`config.mk`:
```
export PLATFORM = sky130hd
export DESIGN_NAME = tic_timer
export DESIGN_NICKNAME = d
export VERILOG_FILES = /design/src/shared/tic_pkg.sv /design/src/shared/tic_cnt_if.sv /design/src/core/tic_wrap_counter.sv /design/src/core/tic_timer.sv
export VERILOG_INCLUDE_DIRS = /design/src /design/src/shared
export SDC_FILE = /design/constraint.sdc
export NUM_CORES = 1
export LEC_CHECK = 0
export ABC_CLOCK_PERIOD_IN_PS = 3400
export BUFFER_PORTS_ARGS = -buffer_cell sky130_fd_sc_hd__buf_2
export CELL_PAD_IN_SITES_DETAIL_PLACEMENT = 0
export CELL_PAD_IN_SITES_GLOBAL_PLACEMENT = 1
export CORE_ASPECT_RATIO = 0.8
export CORE_MARGIN = 1
export CORE_UTILIZATION = 41
export DETAILED_ROUTE_END_ITERATION = 6
export GPL_TIMING_DRIVEN = 0
export PLACE_DENSITY_LB_ADDON = 0.2
export SYNTH_ARGS = -nofsm -noshare
export SYNTH_HDL_FRONTEND = slang
export SYNTH_SLANG_ARGS = --single-unit
```
`constraint.sdc`:
```
create_clock -name ref_clk -period 3.4 [get_ports ref_clk]
set_input_delay 0.17 -clock ref_clk [delete_from_list [all_inputs] [get_ports ref_clk]]
set_output_delay 0.17 -clock ref_clk [all_outputs]
set_load 0.01 [all_outputs]
```
`src/shared/tic_consts.svh`:
```
/*
 * Constants of the time interval counter: register addresses, field
 * positions, reset values and count limits.
 * Assumes it is included by bare name from the design files.
 */
`ifndef TIC_CONSTS_SVH
`define TIC_CONSTS_SVH

`define TIC_ADDR_CTRL     8'ha1
`define TIC_ADDR_TICK     8'ha2
`define TIC_ADDR_SEC      8'ha3
`define TIC_ADDR_MIN      8'ha4
`define TIC_ADDR_HOUR     8'ha5
`define TIC_ADDR_CMP      8'ha6

`define TIC_CTRL_RESET    6'h00
`define TIC_CMP_RESET     8'h00
`define TIC_TIME_RESET    8'h00

`define TIC_BIT_TIMECLOCK_ENABLE      0
`define TIC_BIT_INTERVAL_ENABLE      1
`define TIC_BIT_FLAG      2
`define TIC_BIT_SSHOT     3
`define TIC_BIT_TB_LO     4
`define TIC_BIT_TB_HI     5

`define TIC_TB_TICK       2'h0
`define TIC_TB_SEC        2'h1
`define TIC_TB_MIN        2'h2
`define TIC_TB_HOUR       2'h3

`define TIC_PRESC_MAX     8'hff
`define TIC_TICK_MAX      8'h7f
`define TIC_SEC_MAX       8'h3b
`define TIC_MIN_MAX       8'h3b
`define TIC_HOUR_MAX      8'h17

`define TIC_ISR_VECTOR    16'h0053

`endif

```
`src/shared/tic_pkg.sv`:
```
/*
 * Types of the time interval counter: control fields and module state.
 * Assumes nothing beyond the constants header.
 */
package tic_pkg;

    typedef struct packed {
        logic [1:0] tb_sel;
        logic       single_shot;
        logic       interval_flag;
        logic       interval_enable;
        logic       timeclock_enable;
    } tic_ctrl_t;

    typedef struct packed {
        tic_ctrl_t  ctrl;
        logic [7:0] compare;
        logic [7:0] ivl_cnt;
        logic [7:0] presc;
        logic       xs1;
        logic       xs2;
        logic       xs3;
        logic [7:0] rdata;
    } tic_state_t;

    typedef struct packed {
        logic [7:0] count;
    } tic_cnt_state_t;

endpackage

```
`src/shared/tic_cnt_if.sv`:
```
/*
 * Carrier between the time interval counter and one time register.
 * Assumes a single clock shared by both ends.
 */
`timescale 1ns/10ps
interface tic_cnt_if;
    logic       inc;
    logic       clr;
    logic       load;
    logic [7:0] ld_val;
    logic [7:0] count;
    logic       wrap;

    modport ctl (output inc, output clr, output load, output ld_val,
                 input count, input wrap);
    modport cnt (input inc, input clr, input load, input ld_val,
                 output count, output wrap);
endinterface

```
`src/core/tic_wrap_counter.sv`:
```
/*
 * One time register: counts 0..MAX, wraps to zero and flags the wrap.
 * Assumes clr, load and inc come from the same clock domain.
 */
`timescale 1ns/10ps
`include "tic_consts.svh"
module tic_wrap_counter #(
    parameter logic [7:0] MAX = 8'h3b
) (
    input  wire logic ref_clk,
    input  wire logic srst,
    tic_cnt_if.cnt    cif
);

    tic_pkg::tic_cnt_state_t st_ff;
    tic_pkg::tic_cnt_state_t nxt_st;

    // Out-of-range presets still wrap at the first step
    assign cif.wrap  = cif.inc && (st_ff.count >= MAX);
    assign cif.count = st_ff.count;

    always_comb
    begin
        nxt_st = st_ff;
        if (cif.clr)
            nxt_st.count = `TIC_TIME_RESET;
        else if (cif.load)
            nxt_st.count = cif.ld_val;
        else if (cif.wrap)
            nxt_st.count = 8'h00;
        else if (cif.inc)
            nxt_st.count = st_ff.count + 8'h01;
    end

    always_ff @(posedge ref_clk)
    begin
        if (srst)
            st_ff <= '0;
        else
            st_ff <= nxt_st;
    end
endmodule

```
`src/core/tic_timer.sv`:
```
/*
 * Time interval counter: 1/128 s, second, minute and hour registers,
 * an 8-bit interval counter with compare, flag and wake request, and
 * the special-function register port.
 * Assumes xtal_clk is the crystal level, slow against ref_clk, and
 * that the core samples sfr_rdata one cycle after sfr_rd.
 */
// Behaviour
// - Interval timer runs from crystal edges, unaffected by power-down.
// - Timeouts span one 1/128 s tick up to 255 hours; a compare of zero here gives 256 hours.
// - Timebase select picks tick, second, minute or hour overflow.
// - Counter equal to compare sets the flag; interrupt if enabled.
// - Flag in power-down with interrupt enabled wakes core to vector.
// - Single-shot mode gives one timeout which clears interval enable.
// - Without single-shot the counter reloads and keeps counting.
// - Interval enable runs the counter; clearing it zeroes the counter.
// - Time clock enable gates time registers; clearing it clears them.
// - Time registers accept writes only while time clock is off.
// - Control register sits at A1H and resets to zero.
// - Tick register counts 0 to 127, wrap advances seconds.
// - Seconds and minutes count 0 to 59, wrap advances next.
// - Hours count 0 to 23 then wrap to zero.
`timescale 1ns/10ps
`include "tic_consts.svh"
module tic_timer (
    input  wire logic        ref_clk,
    input  wire logic        srst,
    input  wire logic        xtal_clk,
    input  wire logic [7:0]  sfr_addr,
    input  wire logic        sfr_wr,
    input  wire logic [7:0]  sfr_wdata,
    input  wire logic        sfr_rd,
    output logic      [7:0]  sfr_rdata,
    input  wire logic        irq_enable,
    input  wire logic        power_down,
    output logic             irq_req,
    output logic             wake_req,
    output logic      [15:0] wake_vector
);

    tic_pkg::tic_state_t st_ff;
    tic_pkg::tic_state_t nxt_st;

    tic_cnt_if tick_if ();
    tic_cnt_if sec_if ();
    tic_cnt_if min_if ();
    tic_cnt_if hour_if ();

    logic       wr_ctrl;
    logic       xedge;
    logic       presc_ovf;
    logic       tb_evt;
    logic [7:0] ivl_next;
    logic       timeout;
    logic       tc_stop;
    logic       time_wr_ok;

    tic_wrap_counter #(.MAX(`TIC_TICK_MAX)) u_tick (
        .ref_clk (ref_clk),
        .srst    (srst),
        .cif     (tick_if)
    );
    tic_wrap_counter #(.MAX(`TIC_SEC_MAX)) u_sec (
        .ref_clk (ref_clk),
        .srst    (srst),
        .cif     (sec_if)
    );
    tic_wrap_counter #(.MAX(`TIC_MIN_MAX)) u_min (
        .ref_clk (ref_clk),
        .srst    (srst),
        .cif     (min_if)
    );
    tic_wrap_counter #(.MAX(`TIC_HOUR_MAX)) u_hour (
        .ref_clk (ref_clk),
        .srst    (srst),
        .cif     (hour_if)
    );

    assign wr_ctrl = sfr_wr && (sfr_addr == `TIC_ADDR_CTRL);
    // Second stage against third only; first stage feeds nothing else
    assign xedge     = st_ff.xs2 && !st_ff.xs3;
    assign presc_ovf = xedge && st_ff.ctrl.timeclock_enable
                       && (st_ff.presc == `TIC_PRESC_MAX);
    // Clearing the time clock also clears the time registers
    assign tc_stop    = wr_ctrl && st_ff.ctrl.timeclock_enable
                        && !sfr_wdata[`TIC_BIT_TIMECLOCK_ENABLE];
    assign time_wr_ok = sfr_wr && !st_ff.ctrl.timeclock_enable;

    assign tick_if.inc  = presc_ovf;
    assign sec_if.inc   = tick_if.wrap;
    assign min_if.inc   = sec_if.wrap;
    assign hour_if.inc  = min_if.wrap;
    assign tick_if.clr  = tc_stop;
    assign sec_if.clr   = tc_stop;
    assign min_if.clr   = tc_stop;
    assign hour_if.clr  = tc_stop;
    assign tick_if.load = time_wr_ok && (sfr_addr == `TIC_ADDR_TICK);
    assign sec_if.load  = time_wr_ok && (sfr_addr == `TIC_ADDR_SEC);
    assign min_if.load  = time_wr_ok && (sfr_addr == `TIC_ADDR_MIN);
    assign hour_if.load = time_wr_ok && (sfr_addr == `TIC_ADDR_HOUR);
    assign tick_if.ld_val = sfr_wdata;
    assign sec_if.ld_val  = sfr_wdata;
    assign min_if.ld_val  = sfr_wdata;
    assign hour_if.ld_val = sfr_wdata;

    always_comb
    begin
        case (st_ff.ctrl.tb_sel)
            `TIC_TB_TICK: tb_evt = presc_ovf;
            `TIC_TB_SEC:  tb_evt = tick_if.wrap;
            `TIC_TB_MIN:  tb_evt = sec_if.wrap;
            `TIC_TB_HOUR: tb_evt = min_if.wrap;
            default:      tb_evt = 1'b0;
        endcase
    end

    // Compare of zero is reached after 256 steps, the 8-bit wrap
    assign ivl_next = st_ff.ivl_cnt + 8'h01;
    assign timeout  = st_ff.ctrl.interval_enable && tb_evt
                      && (ivl_next == st_ff.compare);

    always_comb
    begin
        nxt_st = st_ff;
        nxt_st.xs1 = xtal_clk;
        nxt_st.xs2 = st_ff.xs1;
        nxt_st.xs3 = st_ff.xs2;

        // Prescaler held at zero while the time clock is off
        if (!st_ff.ctrl.timeclock_enable)
            nxt_st.presc = 8'h00;
        else if (xedge)
            nxt_st.presc = st_ff.presc + 8'h01;

        if (wr_ctrl)
        begin
            nxt_st.ctrl.tb_sel = sfr_wdata[`TIC_BIT_TB_HI:`TIC_BIT_TB_LO];
            nxt_st.ctrl.single_shot = sfr_wdata[`TIC_BIT_SSHOT];
            nxt_st.ctrl.interval_flag = sfr_wdata[`TIC_BIT_FLAG];
            nxt_st.ctrl.interval_enable = sfr_wdata[`TIC_BIT_INTERVAL_ENABLE];
            nxt_st.ctrl.timeclock_enable = sfr_wdata[`TIC_BIT_TIMECLOCK_ENABLE];
        end
        if (sfr_wr && (sfr_addr == `TIC_ADDR_CMP))
            nxt_st.compare = sfr_wdata;

        if (st_ff.ctrl.interval_enable && tb_evt)
            nxt_st.ivl_cnt = ivl_next;
        if (timeout)
        begin
            // Hardware set beats a software clear in the same cycle
            nxt_st.ctrl.interval_flag = 1'b1;
            nxt_st.ivl_cnt = 8'h00;
            if (st_ff.ctrl.single_shot)
                nxt_st.ctrl.interval_enable = 1'b0;
        end
        if (!nxt_st.ctrl.interval_enable)
            nxt_st.ivl_cnt = 8'h00;

        if (sfr_rd)
        begin
            case (sfr_addr)
                `TIC_ADDR_CTRL: nxt_st.rdata = {2'b00, st_ff.ctrl};
                `TIC_ADDR_TICK: nxt_st.rdata = tick_if.count;
                `TIC_ADDR_SEC:  nxt_st.rdata = sec_if.count;
                `TIC_ADDR_MIN:  nxt_st.rdata = min_if.count;
                `TIC_ADDR_HOUR: nxt_st.rdata = hour_if.count;
                `TIC_ADDR_CMP:  nxt_st.rdata = st_ff.compare;
                default:        nxt_st.rdata = 8'h00;
            endcase
        end
    end

    always_ff @(posedge ref_clk)
    begin
        if (srst)
        begin
            st_ff <= '0;
            st_ff.ctrl <= `TIC_CTRL_RESET;
            st_ff.compare <= `TIC_CMP_RESET;
        end
        else
            st_ff <= nxt_st;
    end

    assign sfr_rdata   = st_ff.rdata;
    assign irq_req     = st_ff.ctrl.interval_flag && irq_enable;
    assign wake_req    = irq_req && power_down;
    assign wake_vector = `TIC_ISR_VECTOR;
endmodule

```
==> flow_metrics.tcl <==
set metrics [dict create \
    drive_above_1_share 0.129 \
    overflow 0 \
    synth_compound_area_frac 0.225 \
    track_usage 0.244 \
    netlist_instances 538 \
    fin_crit_sh 0.899 \
    ys_dominant_reg_cell "dfxtp_1" \
    swShare 0.230 \
    vdd_ir_drop_max_uv 264 \
    placed_cell_area_mm2 0.00466 \
    yosysTopAreaCellShare 0.341 \
    cts_sinks 73 \
    cellLeakagePower_nw 1.90 \
    critPathCaptureType "flip-flop" \
    dieArea_mm2 0.0109 \
    finalMaxSlewViolations 0 \
    arrival_ns 3.24 \
    initialDrtViolationCount 296 \
    dr.pass1.iters 5 \
    tightestPinTransition_ns 1.13 \
    netlist_top_cells_count "dfxtp_1, nor2_1, nand2_1" \
    die_y_um 93.4 \
    drtAntennaViolNets 0 \
    yosys_warnings 0 \
    r2r-end "st_ff[21]" \
    use_met1 0.339 \
    clk_latency_ns 0.34 \
    final_hold_viol_count 0 \
    portBuffers 31 \
    pwr-share-comb 0.058 \
    grt_setup_unrepaired "no" \
    outcome "complete, no violations" \
    antenna_found_initial 0 \
    fmax_ghz 0.327 \
    routedWlPerCell_um 17.1 \
    grt_pass1_wl_um 19800 \
    synthMostInstantiatedCell "dfxtp_1" \
    max-cap-violations 0 \
    place.gp.congestion 0.964 \
    synthXorXnorAreaFrac 0.0327 \
    critPathLaunch "st_ff[19]" \
    hp-class "in2reg" \
    path_class "reg2reg" \
    ctsHoldBuffers 0 \
    wl_um 12600 \
    grt_max_degree 14 \
    synth_area_leaders "dfxtp_1, nor2_1, buf_4" \
    worstSetupStartpointType "flip-flop" \
    reg2regPathDepth 8 \
    cts_max_path_buffers 2 \
    maxSlewHeadroom 0.239 \
    syn_avg_cell_area_um2 7.96 \
    placementRows 32 \
    cts_root_buffer "clkbuf_16" \
    area_delta_synth_final_pct 16.3 \
    final_area_mm2 0.00498 \
    yosys_register_bits 73 \
    cp_max_fo 10 \
    yosys.area.top_type "dfxtp_1" \
    dpl.hpwl_um 9220 \
    ctsResizeCount 0 \
    p_clk_frac 0.511 \
    synth-simple-area-share 0.267 \
    post_synth_mux_area_share 0.0398 \
    cts_setup_buffers 0 \
    yosys.area_share.adder 0.0175 \
    fp.dieW_um 116 \
    htreeDepth 3 \
    fin_setup_tns_ns 0 \
    grt_use_met3 0.0642 \
    yosysSeqAreaShare 0.341 \
    async_flop_share 0 \
    p_int_mw 1.55 \
    antenna_cells 0 \
    coreArea_mm2 0.00989 \
    synth_area_mm2 0.00428 \
    worstPathRequired_ns 3.59 \
    crit_end "st_ff[21]" \
    power_density_mw_per_mm2 404 \
    grt_busiest_layer "met2" \
    cts_buffers 9 \
    grt_use_met2 0.366 \
    final_nets 623 \
    skew_ns 0.00939 \
    routed_via_density 5.71 \
    cts_tree "built" \
    drc 0 \
    io_pins 49 \
    vias 4199 \
    setup_viol 0 \
    synth_top_family_by_area "simple AND/OR/NAND/NOR gates" \
    ys_types 61 \
    crit-reg2reg-launch "st_ff[19]" \
    p_switching_mw 0.463 \
    initial_core_util 0.433 \
    synth_edf_count 0 \
    grt_pass1_vias 3758 \
    min_period_ns 3.06 \
    path_clk_slew_ns 0.06 \
    r2r_slack_ns 0.34 \
    p_seq_frac 0.430 \
]
cell families (layout without fill, tap and decap cells):
family / after synthesis / in the layout
AO/OA/AOI/OAI: 139 / 139
XOR/XNOR: 16 / 16
adder cells (fa/ha/maj): 6 / 6
buffers and inverters: 59 / 106
flip-flops: 73 / 73
multiplexers: 17 / 17
other: 2 / 16
AND/OR/NAND/NOR: 226 / 226
critical path: stages, from the launching register on:
cell and delay, ns:
dfxtp_1 0.49, ha_1 0.20, clkbuf_1 0.34, nand2_1 0.10
a22o_1 0.25, nor4_1 0.29, nand4_1 0.36, o21bai_1 0.66
o211ai_1 0.21
layer usage:
metal  part of all wire  wire length, µm
met3              0.078              988
met4              0.017              216
met2               0.43             5390
met5                  0                0
met1               0.48             6000
final cells by class:
type | count | area [µm²]
fillers | 970 | 4910
plain buffers | 54 | 300
clock buffers | 9 | 225
flip-flops and latches | 73 | 1460
clock inverters | 7 | 95.1
inverters | 5 | 18.8
well taps | 136 | 170
repair buffers | 31 | 155
multi-input cells | 420 | 2550
power groups by stage:
stage	combinational [mW]	clock [mW]	sequential [mW]
2_1_floorplan	0.0697	0	0.882
3_3_place_gp	0.115	0	0.883
3_5_place_dp	0.115	0	0.883
4_1_cts	0.116	1.05	0.864
5_1_grt	0.127	1.08	0.865
6_report	0.117	1.03	0.864
cells in the final DEF (no fill, tap or decap), types with 13 or more instances in the layout:
cell	n
o21ai_0	16
mux2i_1	17
nor2b_1	13
nor2_1	68
nand3_1	25
a22oi_1	20
conb_1	16
nor3_1	13
a21oi_1	35
nand2_1	44
buf_4	24
clkbuf_1	28
dfxtp_1	73
buf_2	31
state kept, by name, indices dropped and copies added, names as in the netlist:
signal,flops
st_ff,31
sfr_rdata,8
u_tick.cif.count,8
u_hour.cif.count,8
u_min.cif.count,8
nxt_st,2
u_sec.cif.count,8
how the worst min path moves through the flow:
stage                        start   endpoint  slack [ns]  cells after the start
after floorplan           xtal_clk  nxt_st[9]        0.30                      1
after global placement    xtal_clk  nxt_st[9]        0.38                      2
after detailed placement  xtal_clk  nxt_st[9]        0.39                      2
after CTS                 xtal_clk  nxt_st[9]        0.04                      2
after global routing      xtal_clk  nxt_st[9]        0.06                      2
final                     xtal_clk  nxt_st[9]        0.04                      2
metrics by stage:
| step | std cells | util | total power [mW] | setup slack (ns) | hold WS [ns] |
|---|---|---|---|---|---|
| 2_1_floorplan | 552 | - | 0.952 | 0.715 | 0.298 |
| 3_3_place_gp | 719 | 0.471 | 0.998 | 0.352 | 0.380 |
| 3_5_place_dp | 719 | 0.471 | 0.999 | 0.375 | 0.393 |
| 4_1_cts | 735 | 0.503 | 2.03 | 0.349 | 0.0378 |
| 5_1_grt | 735 | 0.503 | 2.07 | 0.0848 | 0.0595 |
| 6_report | 735 | 0.503 | 2.01 | 0.343 | 0.0378 |
(Power assumes the default switching activity.)
